===== config.mk =====
export PLATFORM = sky130hd
export DESIGN_NAME = cspes_config_shadow
export DESIGN_NICKNAME = d
export VERILOG_FILES = /design/src/cspes_config_shadow.v
export VERILOG_INCLUDE_DIRS = /design/src /design/src/src
export SDC_FILE = /design/constraint.sdc
export NUM_CORES = 1
export LEC_CHECK = 0
export BUFFER_PORTS_ARGS = -buffer_cell sky130_fd_sc_hd__buf_2
export CAP_MARGIN = 15
export CORE_UTILIZATION = 25
export DETAILED_ROUTE_END_ITERATION = 10
export PLACE_DENSITY = 0.39
export SETUP_SLACK_MARGIN = 0.1
export SLEW_MARGIN = 15
export SYNTH_ARGS = -nofsm -noshare
export SYNTH_HDL_FRONTEND = slang
export SYNTH_SLANG_ARGS = --single-unit
export TNS_END_PERCENT = 100

===== constraint.sdc =====
create_clock -name hclk -period 5.6 [get_ports hclk]
set_input_delay 0.28 -clock hclk [delete_from_list [all_inputs] [get_ports hclk]]
set_output_delay 0.28 -clock hclk [all_outputs]
set_load 0.05 [all_outputs]

===== src/cspes_defs.vh =====
// Constants of the configuration shadow, fault duty and slew limiter block.
`ifndef CSPES_DEFS_VH
`define CSPES_DEFS_VH

// Register word indices, byte address is four times the index.
`define CSPES_IDX_ERR_ENA      8'h18
`define CSPES_IDX_INCR_CTL     8'h19
`define CSPES_IDX_ERR_MASK     8'h1A
`define CSPES_IDX_PWM_CTL      8'h1B
`define CSPES_IDX_ROT_CFG      8'h1C
`define CSPES_IDX_LOW_PWR      8'h1D
`define CSPES_IDX_GEN_CFG      8'h1E
`define CSPES_IDX_USER         8'h1F
`define CSPES_SHADOW_OFS       8'h40
`define CSPES_IDX_KEY          8'h3C
`define CSPES_IDX_ERR          8'h3E
`define CSPES_IDX_STAT         8'h3F
`define CSPES_NV_FIRST         8'h18
`define CSPES_NV_LAST          8'h1F
`define CSPES_SH_LAST          8'h1E

// Unlock key sequence.
`define CSPES_KEY0             8'h00
`define CSPES_KEY1             8'h27
`define CSPES_KEY2             8'h81
`define CSPES_KEY3             8'h1F
`define CSPES_KEY4             8'h77
`define CSPES_KEY_MSB          15
`define CSPES_KEY_LSB          8

// Field positions.
`define CSPES_ECC_MSB          31
`define CSPES_ECC_LSB          26
`define CSPES_DATA_MSB         25
`define CSPES_ERR_BITS         13
`define CSPES_FAULT_OE_BIT     13
`define CSPES_FAULT_SIG_BIT    12
`define CSPES_SLEW_MSB         21
`define CSPES_SLEW_LSB         16

// Fault duty in per-mille times eight: 72.5% = 5800/8000 etc, exact.
`define CSPES_DUTY_W           13
`define CSPES_DUTY_FULL        13'h1F40
`define CSPES_DUTY_B12         13'h16A8
`define CSPES_DUTY_B11         13'h14E6
`define CSPES_DUTY_B10         13'h1324
`define CSPES_DUTY_B9          13'h1162
`define CSPES_DUTY_B8          13'h0FA0
`define CSPES_DUTY_B7          13'h0DDE
`define CSPES_DUTY_B6          13'h0C1C
`define CSPES_DUTY_B5          13'h0A5A
`define CSPES_DUTY_B4          13'h0898
`define CSPES_DUTY_B3          13'h06D6
`define CSPES_DUTY_B2          13'h0514
`define CSPES_DUTY_B1          13'h0352
`define CSPES_DUTY_B0          13'h0190

// Slew step time and clock period.
`define CSPES_SLEW_STEP_NS     125
`define CSPES_CLK_PERIOD_NS    20
`define CSPES_SLEW_CNT_W       10

// Reset values of the shadow words.
`define CSPES_RST_ERR_ENA      26'h0000000
`define CSPES_RST_INCR_CTL     26'h0081024
`define CSPES_RST_ERR_MASK     26'h0000000
`define CSPES_RST_PWM_CTL      26'h0670100
`define CSPES_RST_ZERO         26'h0000000

`define CSPES_HRESP_OKAY       1'b0
`define CSPES_HTRANS_NONSEQ    1'b1
`define CSPES_ZERO32           32'h00000000

`endif


===== src/cspes_config_shadow.v =====
// Configuration shadow store with fault duty selection and incremental slew limiter.
//
// Behaviour
// RL1: All nonvolatile and shadow words are readable at any time, locked or not.
// RL2: Writes to nonvolatile and shadow words are dropped unless the device is unlocked.
// RL3: Words 0x18 to 0x1E have shadows at plus 0x40; 0x1F has none.
// RL4: An enable bit set lets its error drive the PWM; cleared, it is ignored.
// RL5: Fault duty applies only when output enable and signalling bits are both set.
// RL6: Bit 12, turns overflow, gives 72.5% duty.
// RL7: Bit 11, temperature range, gives 66.875% duty.
// RL8: Bit 10, field high, gives 61.25% duty.
// RL9: Bit 9, signal clipping, gives 55.625% duty.
// RL10: Bit 8, eeprom soft error, gives 50% duty.
// RL11: Bit 7, field low, gives 44.375% duty.
// RL12: Bit 6, undervoltage, gives 38.75% duty.
// RL13: Bit 5, averaging error, gives 33.125% duty.
// RL14: Bit 4, zero crossing error, gives 27.5% duty.
// RL15: Bit 3, lock loss, gives 21.875% duty.
// RL16: Bit 2, self test failure, gives 16.25% duty.
// RL17: Bit 1, eeprom uncorrectable error, gives 10.625% duty.
// RL18: Bit 0, oscillator frequency error, gives 5% duty.
// RL19: Slew field N spaces incremental edges by (N+1) x 125 ns; zero disables.
// RL20: Slew limiting caps velocity; system lowers resolution rather than slew.
// RL21: Controller unlocks by writing keys 00, 27, 81, 1F, 77 in order.
// RL22: With several enabled errors active, the highest bit position wins.
// RL23: Bits 31:26 of nonvolatile words hold check bits, used to correct on load.
`timescale 1ns/10ps
`include "cspes_defs.vh"

module cspes_config_shadow
(
   // Clock and reset.
   input  wire        hclk,
   input  wire        hresetn,
   // AHB-Lite slave.
   input  wire        hsel,
   input  wire [31:0] haddr,
   input  wire [1:0]  htrans,
   input  wire        hwrite,
   input  wire [2:0]  hsize,
   input  wire [31:0] hwdata,
   input  wire        hready,
   output wire        hreadyout,
   output wire        hresp,
   output reg  [31:0] hrdata,
   // Error sources and incremental request, from other clock domains.
   input  wire [12:0] error_active,
   input  wire [2:0]  incr_state_req,
   // Fault duty outputs.
   output reg         pwm_fault_active,
   output reg  [12:0] pwm_fault_duty,
   // Slew-limited incremental outputs and lock flag.
   output reg  [2:0]  incr_state_out,
   output reg         unlocked_flag
);

   localparam integer SLEW_STEP_RAW =
      (`CSPES_SLEW_STEP_NS + `CSPES_CLK_PERIOD_NS - 1) / `CSPES_CLK_PERIOD_NS;
   // Rounded up, so a step is never shorter than the required spacing.
   localparam [`CSPES_SLEW_CNT_W-1:0] SLEW_STEP_CYC = SLEW_STEP_RAW[`CSPES_SLEW_CNT_W-1:0];

   // Key sequence states, one-hot.
   localparam [5:0] KS_IDLE = 6'h01;
   localparam [5:0] KS_K1   = 6'h02;
   localparam [5:0] KS_K2   = 6'h04;
   localparam [5:0] KS_K3   = 6'h08;
   localparam [5:0] KS_K4   = 6'h10;
   localparam [5:0] KS_OPEN = 6'h20;

   // Six check bits over 26 data bits, Hamming positions with overall parity.
   function [5:0] ecc_gen;
      input [25:0] d;
      integer i;
      integer p;
      reg [5:0] c;
      begin
         c = 6'h00;
         p = 3;
         for (i = 0; i < 26; i = i + 1)
         begin
            while (p == 4 || p == 8 || p == 16)
            begin
               p = p + 1;
            end
            if (d[i])
            begin
               c[4:0] = c[4:0] ^ p[4:0];
            end
            p = p + 1;
         end
         c[5] = ^{d, c[4:0]};
         ecc_gen = c;
      end
   endfunction

   // Corrects a single flipped data bit at an even-weight Hamming position; one at an odd-weight position is left as read.
   function [25:0] ecc_fix;
      input [31:0] w;
      integer i;
      integer p;
      reg [5:0] s;
      reg [25:0] d;
      begin
         d = w[`CSPES_DATA_MSB:0];
         s = ecc_gen(d) ^ w[`CSPES_ECC_MSB:`CSPES_ECC_LSB];
         p = 3;
         for (i = 0; i < 26; i = i + 1)
         begin
            while (p == 4 || p == 8 || p == 16)
            begin
               p = p + 1;
            end
            if (s[5] && s[4:0] == p[4:0])
            begin
               d[i] = ~d[i];
            end
            p = p + 1;
         end
         ecc_fix = d;
      end
   endfunction

   function is_nv;
      input [7:0] idx;
      begin
         is_nv = (idx >= `CSPES_NV_FIRST) && (idx <= `CSPES_NV_LAST);
      end
   endfunction

   // Shadow copies sit at the store index plus the shadow offset; the user word has none.
   function is_sh;
      input [7:0] idx;
      begin
         is_sh = (idx >= (`CSPES_NV_FIRST + `CSPES_SHADOW_OFS)) &&
                 (idx <= (`CSPES_SH_LAST + `CSPES_SHADOW_OFS));
      end
   endfunction

   reg  [31:0] nv_mem [0:7];
   reg  [25:0] sh_mem [0:6];
   reg  [5:0]  key_st_r;
   reg  [5:0]  key_st_nxt;
   reg         wr_pend_r;
   reg  [7:0]  wr_idx_r;
   reg  [2:0]  load_idx_r;
   reg         load_busy_r;
   reg  [12:0] err_s1_r;
   reg  [12:0] err_s2_r;
   reg  [12:0] err_s3_r;
   reg  [12:0] err_r;
   reg  [2:0]  inc_s1_r;
   reg  [2:0]  inc_s2_r;
   reg  [2:0]  inc_s3_r;
   reg  [2:0]  inc_r;
   reg  [`CSPES_SLEW_CNT_W-1:0] slew_cnt_r;
   reg  [12:0] duty_nxt;
   reg  [31:0] rd_nxt;
   integer     k;

   wire [7:0]  acc_idx  = haddr[9:2];
   wire        acc_go   = hsel && hready && htrans[1] == `CSPES_HTRANS_NONSEQ;
   wire [7:0]  wr_word  = wr_idx_r;
   wire [12:0] err_ena  = sh_mem[0][`CSPES_ERR_BITS-1:0];
   wire        flt_oe   = sh_mem[3][`CSPES_FAULT_OE_BIT];
   wire        flt_sig  = sh_mem[3][`CSPES_FAULT_SIG_BIT];
   wire        flt_gate = flt_oe && flt_sig;                          // [RL5]
   wire [5:0]  slew_n   = sh_mem[1][`CSPES_SLEW_MSB:`CSPES_SLEW_LSB];
   wire [12:0] err_hit  = err_r & err_ena;                            // [RL4]
   wire [7:0]  key_val  = hwdata[`CSPES_KEY_MSB:`CSPES_KEY_LSB];
   // Key writes are always taken; every other configuration write needs the open lock.
   wire        key_wr   = wr_pend_r && wr_word == `CSPES_IDX_KEY;
   wire        cfg_wr   = wr_pend_r && unlocked_flag;                 // [RL2]
   wire [`CSPES_SLEW_CNT_W-1:0] slew_need =
      (({4'h0, slew_n} + 10'h001) * SLEW_STEP_CYC) - 10'h001;

   // Zero wait states: writes land at the end of their data phase.
   assign hreadyout = 1'b1;
   assign hresp     = `CSPES_HRESP_OKAY;

   // Key sequence; a wrong code starts over, except in the open state where it is ignored; a correct first code restarts it.
   // Restarting from the open state relocks until the fifth code comes again.
   always @*
   begin
      key_st_nxt = key_st_r;
      if (key_wr)
      begin
         case (key_st_r)
            KS_IDLE: key_st_nxt = (key_val == `CSPES_KEY0) ? KS_K1 : KS_IDLE;
            KS_K1:   key_st_nxt = (key_val == `CSPES_KEY1) ? KS_K2 : KS_IDLE;
            KS_K2:   key_st_nxt = (key_val == `CSPES_KEY2) ? KS_K3 : KS_IDLE;
            KS_K3:   key_st_nxt = (key_val == `CSPES_KEY3) ? KS_K4 : KS_IDLE;
            KS_K4:   key_st_nxt = (key_val == `CSPES_KEY4) ? KS_OPEN : KS_IDLE;
            KS_OPEN: key_st_nxt = (key_val == `CSPES_KEY0) ? KS_K1 : KS_OPEN;
            default: key_st_nxt = KS_IDLE;
         endcase
      end
   end

   // Highest enabled active error picks the duty.
   always @*
   begin
      duty_nxt = `CSPES_DUTY_FULL;
      if (err_hit[12])                                                // [RL22]
         duty_nxt = `CSPES_DUTY_B12;                                  // [RL6]
      else if (err_hit[11])
         duty_nxt = `CSPES_DUTY_B11;                                  // [RL7]
      else if (err_hit[10])
         duty_nxt = `CSPES_DUTY_B10;                                  // [RL8]
      else if (err_hit[9])
         duty_nxt = `CSPES_DUTY_B9;                                   // [RL9]
      else if (err_hit[8])
         duty_nxt = `CSPES_DUTY_B8;                                   // [RL10]
      else if (err_hit[7])
         duty_nxt = `CSPES_DUTY_B7;                                   // [RL11]
      else if (err_hit[6])
         duty_nxt = `CSPES_DUTY_B6;                                   // [RL12]
      else if (err_hit[5])
         duty_nxt = `CSPES_DUTY_B5;                                   // [RL13]
      else if (err_hit[4])
         duty_nxt = `CSPES_DUTY_B4;                                   // [RL14]
      else if (err_hit[3])
         duty_nxt = `CSPES_DUTY_B3;                                   // [RL15]
      else if (err_hit[2])
         duty_nxt = `CSPES_DUTY_B2;                                   // [RL16]
      else if (err_hit[1])
         duty_nxt = `CSPES_DUTY_B1;                                   // [RL17]
      else if (err_hit[0])
         duty_nxt = `CSPES_DUTY_B0;                                   // [RL18]
   end

   // Reads are never gated by the lock state; unmapped indices read as zero, and the
   // user word has no shadow, so its shadow index falls through to zero too.
   always @*
   begin
      rd_nxt = `CSPES_ZERO32;
      if (is_nv(acc_idx))
         rd_nxt = nv_mem[acc_idx[2:0]];                               // [RL1]
      else if (is_sh(acc_idx))                                        // [RL3]
         rd_nxt = {6'h00, sh_mem[acc_idx[2:0]]};                      // [RL1]
      else if (acc_idx == `CSPES_IDX_KEY)
         rd_nxt = {31'h00000000, unlocked_flag};
      else if (acc_idx == `CSPES_IDX_ERR)
         rd_nxt = {19'h00000, err_r};
      else if (acc_idx == `CSPES_IDX_STAT)
         rd_nxt = {15'h0000, duty_nxt, 3'h0, pwm_fault_active};
   end

   // Bus pipeline, key state and synchronisers.
   always @(posedge hclk or negedge hresetn)
   begin
      if (!hresetn)
      begin
         wr_pend_r     <= 1'b0;
         wr_idx_r      <= 8'h00;
         hrdata        <= 32'h00000000;
         key_st_r      <= KS_IDLE;
         unlocked_flag <= 1'b0;
         err_s1_r      <= 13'h0000;
         err_s2_r      <= 13'h0000;
         err_s3_r      <= 13'h0000;
         err_r         <= 13'h0000;
         inc_s1_r      <= 3'h0;
         inc_s2_r      <= 3'h0;
         inc_s3_r      <= 3'h0;
         inc_r         <= 3'h0;
      end
      else
      begin
         wr_pend_r     <= acc_go && hwrite;
         wr_idx_r      <= acc_idx;
         if (acc_go && !hwrite)
            hrdata <= rd_nxt;
         key_st_r      <= key_st_nxt;
         unlocked_flag <= key_st_nxt == KS_OPEN;
         err_s1_r      <= error_active;
         err_s2_r      <= err_s1_r;
         err_s3_r      <= err_s2_r;
         // A change counts once stages two and three agree, so a metastable sample is unused.
         for (k = 0; k < 13; k = k + 1)
         begin
            if (err_s2_r[k] == err_s3_r[k])
               err_r[k] <= err_s3_r[k];
         end
         inc_s1_r      <= incr_state_req;
         inc_s2_r      <= inc_s1_r;
         inc_s3_r      <= inc_s2_r;
         if (inc_s2_r == inc_s3_r)
            inc_r <= inc_s3_r;
      end
   end

   // Nonvolatile words with check bits and their shadow copies; after reset
   // the shadows reload from the store, correcting a single flipped bit at an even-weight data position.
   always @(posedge hclk or negedge hresetn)
   begin
      if (!hresetn)
      begin
         load_busy_r <= 1'b1;
         load_idx_r  <= 3'h0;
         // Shadow defaults stand until the load replaces them.
         sh_mem[0]   <= `CSPES_RST_ERR_ENA;
         sh_mem[1]   <= `CSPES_RST_INCR_CTL;
         sh_mem[2]   <= `CSPES_RST_ERR_MASK;
         sh_mem[3]   <= `CSPES_RST_PWM_CTL;
         sh_mem[4]   <= `CSPES_RST_ZERO;
         sh_mem[5]   <= `CSPES_RST_ZERO;
         sh_mem[6]   <= `CSPES_RST_ZERO;
      end
      else
      begin
         if (load_busy_r)
         begin
            // A blank word leaves the reset default in place, so an unprogrammed store
            // cannot wipe it; a word written as all zeros also reloads as the default.
            if (nv_mem[load_idx_r] != `CSPES_ZERO32)
               sh_mem[load_idx_r] <= ecc_fix(nv_mem[load_idx_r]);     // [RL23]
            load_idx_r  <= load_idx_r + 3'h1;
            load_busy_r <= load_idx_r != 3'h6;
         end
         else if (cfg_wr && is_sh(wr_word))                           // [RL3]
            sh_mem[wr_word[2:0]] <= hwdata[`CSPES_DATA_MSB:0];        // [RL2]
      end
   end

   // The store has no reset: it models nonvolatile content surviving power.
   always @(posedge hclk)
   begin
      if (cfg_wr && is_nv(wr_word))
         nv_mem[wr_word[2:0]] <=
            {ecc_gen(hwdata[`CSPES_DATA_MSB:0]), hwdata[`CSPES_DATA_MSB:0]}; // [RL23]
   end

   // Fault duty output is held in flip-flops.
   always @(posedge hclk or negedge hresetn)
   begin
      if (!hresetn)
      begin
         pwm_fault_active <= 1'b0;
         pwm_fault_duty   <= `CSPES_DUTY_FULL;
      end
      else
      begin
         // Flag and duty move on one edge, so a reader never sees half a fault.
         pwm_fault_active <= flt_gate && (|err_hit);                  // [RL5]
         pwm_fault_duty   <= flt_gate ? duty_nxt : `CSPES_DUTY_FULL;  // [RL5]
      end
   end

   // Slew limiter: an output edge reloads the spacing counter; later changes
   // wait, then the output jumps to the latest input, so states passed meanwhile are skipped.
   // The counter is cleared while limiting is off, so a new setting starts clean.
   always @(posedge hclk or negedge hresetn)
   begin
      if (!hresetn)
      begin
         incr_state_out <= 3'h0;
         slew_cnt_r     <= {`CSPES_SLEW_CNT_W{1'b0}};
      end
      else if (slew_n == 6'h00)
      begin
         incr_state_out <= inc_r;                                     // [RL19]
         slew_cnt_r     <= {`CSPES_SLEW_CNT_W{1'b0}};
      end
      else if (slew_cnt_r != {`CSPES_SLEW_CNT_W{1'b0}})
         slew_cnt_r <= slew_cnt_r - 10'h001;                          // [RL19]
      else if (inc_r != incr_state_out)
      begin
         incr_state_out <= inc_r;
         slew_cnt_r     <= slew_need;                                 // [RL19]
      end
   end

endmodule


==> flow_metrics.py <==
metrics = {
    "setup_path": {
        "critical_path.endpoint": "sh_mem[55]",
        "worst_setup_path_end_kind": "flip-flop",
        "crit_fanout": 31,
        "setup.worst_path.start_class": "flip-flop",
        "worst_r2r_endpoint": "sh_mem[55]",
        "cp.arrival_ns": 5.72,
        "worst-r2r-setup-slack_ns": 0.41,
        "crit_required_ns": 6.13,
        "setup.worst_path.class": "reg -> reg",
        "worst-r2r-cell-count": 12,
        "critical_path_launch_point": "load_idx_r[0]",
        "r2r_start": "load_idx_r[0]",
    },
    "sta": {
        "final_period_demand_of_the_worst_path_ns": 5.19,
        "finalHoldViolCount": 0,
        "max_freq_mhz": 193,
        "tightestPinTransition_ns": 1.07,
        "unrepaired_setup_endpoints_after_global_routing": "no",
        "setup_viol_count_final": 0,
        "max_slew_margin_pct": 28.6,
        "final_min_period_over_clock_period_pct": 92.7,
        "worst_clk_skew_ns": 0.0322,
        "final_max_slew_viol_count": 0,
        "setup-tns-final_ns": 0,
    },
    "floorplanning": {
        "fp.dieW_um": 350,
        "area_enclosed_by_the_die_boundary_mm2": 0.122,
        "design.core.area_mm2": 0.120,
        "floorplan.io_pins": 142,
        "fp.dieH_um": 350,
        "placement_rows": 127,
        "start_util_pct": 25.2,
    },
    "grt": {
        "grt_use_total_pct": 19.2,
        "grt_pass1_wl_um": 170000,
        "grt.overflow.total": 0,
        "grt_antenna_before_repair": 7,
        "grt_max_degree": 128,
        "grt_pass1_vias": 23600,
    },
    "logic_synthesis": {
        "yosysUniqueCellTypes": 87,
        "yosysWarnings": 0,
        "synth.top_cells.by_count": "sky130_fd_sc_hd__nand2_1, sky130_fd_sc_hd__dfrtp_1, sky130_fd_sc_hd__edfxtp_1",
        "synth_top_flop_cell": "sky130_fd_sc_hd__dfrtp_1",
        "async_reset_ff_share_pct": 55.9,
        "synthesis.area_mm2": 0.0302,
        "synth_top_area_share_pct": 25.5,
        "synth_cells": 2558,
        "post_synth_main_area_contributors": "sky130_fd_sc_hd__edfxtp_1, sky130_fd_sc_hd__dfrtp_1, sky130_fd_sc_hd__mux4_2, sky130_fd_sc_hd__o221ai_1, sky130_fd_sc_hd__nand2_1",
        "synth-edff-count": 256,
        "synthMostInstantiatedCell": "sky130_fd_sc_hd__nand2_1",
        "seq_area_frac_synth_pct": 52.4,
        "synth_area_per_cell_um2": 11.8,
        "synth_top_cell_by_area": "sky130_fd_sc_hd__edfxtp_1",
        "ys_ff_latch": 580,
    },
    "final_layout": {
        "n_fill_cell": 12200,
        "combined_area_of_the_multi_input_logic_cells_mm2": 0.0135,
        "final_util_pct": 30.2,
        "post_layout_nonfiller_instances": 4409,
        "stdcell_area_mm2": 0.0362,
        "drive_gt1_share_pct": 20.6,
        "nets": 2855,
        "area_growth_syn_to_layout_pct": 19.7,
        "seqCellArea_mm2": 0.0158,
    },
    "cts": {
        "cts-resized-gates": 0,
        "ctsLongestPathBuffers": 3,
        "clock_tree_from_tritoncts": "yes",
        "cts_sinks": 580,
        "tritoncts.num_buffers": 73,
        "clk_root_buffer_cell": "sky130_fd_sc_hd__clkbuf_16",
        "clk_pin_slew_worst_paths_ns": 0.06,
        "worstSkewPairLatency_ns": 0.66,
        "post_cts_setup_buffers": 0,
        "clock_tree.htree_level_count": 3,
    },
    "pwr": {
        "finalPower_mw": 10.5,
        "power.share.clock_pct": 44.8,
        "pwr-share-seq_pct": 45.4,
        "p_sw_share_pct": 25.6,
        "combPwrFrac_pct": 9.8,
        "internal_power_mw": 7.80,
        "switchingPower_mw": 2.69,
        "leak_pwr_nw": 13.6,
        "cellPowerDensity_mw_per_mm2": 290,
        "vdd_drop_max_mv": 0.191,
    },
    "hold_path": {
        "hold_path_depth": 1,
        "holdCritPathClass": "in -> reg",
    },
    "drt": {
        "highest_layer": "met5",
        "dr_total_vias": 23100,
        "met2RoutedLength_um": 56500,
        "met1_length_um": 52600,
        "drtPass1Iterations": 5,
        "drcViolationCount": 0,
        "avg_wl_per_cell_um": 26.8,
        "drt-initial-drc-count": 1871,
        "postRouteAntennaNets": 0,
        "drt_wl_total_um": 118000,
        "drt-vias-per-instance": 5.24,
        "amount_of_wire_on_met3_after_detailed_routing_um": 6150,
    },
    "placed_design": {
        "buffer_ports.inserted": 104,
        "placed_instance_count": 4246,
        "routabilityCongestion": 0.865,
        "placement.cell_area_mm2": 0.0335,
        "dp_hpwl_um": 77800,
    },
    "flow_run": {
        "max_cap_viol_count": 0,
    },
    "status": {
        "run_status": "finished clean",
    },
}
## layout by cell type (no fill, tap or decap), drive strengths merged, types with 17 or more instances in the layout
cell	synthesis	routed
nand2	308	308
nand3	73	73
xor2	51	51
mux4	95	95
a211oi	17	17
buf	45	254
a21oi	92	92
clkbuf	134	109
a22oi	41	41
nor2	126	126
edfxtp	256	256
dfrtp	306	306
nand2b	33	33
ha	23	23
a221oi	35	35
mux2i	97	97
nor3	25	25
mux2	49	49
o211ai	23	23
nor2b	48	48
and2	20	20
nand4	17	17
o21ai	104	104
dlygate4sd3	0	26
o221ai	147	147
xnor2	90	90
inv	76	80
dfstp	18	18
## per-layer routing
metal | up-vias | global-route usage (%)
li1 | 10000 | -
met1 | 12100 | 25.7
met2 | 808 | 31.7
met3 | 181 | 3.14
met4 | 6 | 5.54
met5 | - | 0
## kinds of logic (layout without fill, tap and decap cells)
group	after synthesis	count (layout)	synth area share, %
compound gates	567	567	13.4
mux	241	241	12.1
simple gates	712	712	11.0
other cells	2	7	0.0249
flops	580	580	52.4
buf+inv	256	490	3.47
xor+xnor	158	158	5.84
fa+ha+maj	42	42	1.78
## state kept, by name (all words and copies together), names as in the netlist, 6 cells and up
register	count
slew_cnt_r	10
pwm_fault_duty	12
err_ena	13
wr_idx_r	8
sh_mem	167
nv_mem	256
err_s3_r	13
key_st_r	6
err_r	13
err_s2_r	13
err_s1_r	13
hrdata	32
## layout make-up
class | instances | share of cell area [%]
multi-input cells | 1723 | 37.2
repair buffers | 281 | 6.01
well taps | 1612 | 5.58
flip-flops and latches | 580 | 43.8
diodes | 4 | 0.0277
inverters | 77 | 0.799
clock inverters | 24 | 0.782
clock buffers | 108 | 5.78
## what timing repair did
action | 4_1_cts | 5_1_grt
hold endpoints to repair | 106 | 0
hold buffers | 26 | 0
setup endpoints to repair | 0 | 0
## per-stage QoR
| step | hold WS, ns | setup slack [ns] |
|---|---|---|
| floorplan | -0.0156 | 0.932 |
| global placement | 0.337 | 0.595 |
| detailed placement | 0.336 | 0.558 |
| CTS | 0.0380 | 0.511 |
| global route | 0.0477 | 0.201 |
| finish | 0.0765 | 0.408 |
## worst max-delay path: stages, from the launching register on
cell                        delay, ns
sky130_fd_sc_hd__dfrtp_4         0.75
sky130_fd_sc_hd__nor2b_1         0.36
sky130_fd_sc_hd__a221oi_1        0.13
sky130_fd_sc_hd__o21ai_0         0.83
sky130_fd_sc_hd__xnor2_1         0.23
sky130_fd_sc_hd__xnor3_1         0.50
sky130_fd_sc_hd__xnor3_1         0.30
sky130_fd_sc_hd__or3_1           0.44
sky130_fd_sc_hd__a2111oi_0       0.50
sky130_fd_sc_hd__mux2i_1         0.24
sky130_fd_sc_hd__xnor2_2         0.34
sky130_fd_sc_hd__o22ai_1         0.11
sky130_fd_sc_hd__mux2_2          0.28
## power by group through the flow
stage               logic, mW  registers (mW)  clock network, mW
floorplan               0.555            4.89                  0
global placement         1.01            4.84                  0
detailed placement       1.02            4.85                  0
CTS                      1.04            4.77               4.82
global route             1.12            4.78               4.96
finish                   1.03            4.77               4.70
## worst min-delay path by stage
stage,endpoint,from
global placement,err_s2_r[4],err_s1_r[4]
finish,nv_mem[3][18],hwdata[18]
floorplan,err_ena[0],hresetn
detailed placement,inc_s2_r[1],inc_s1_r[1]
global route,nv_mem[5][7],hwdata[7]
CTS,nv_mem[5][7],hwdata[7]
Note: power is estimated with default switching activity, not from simulation.
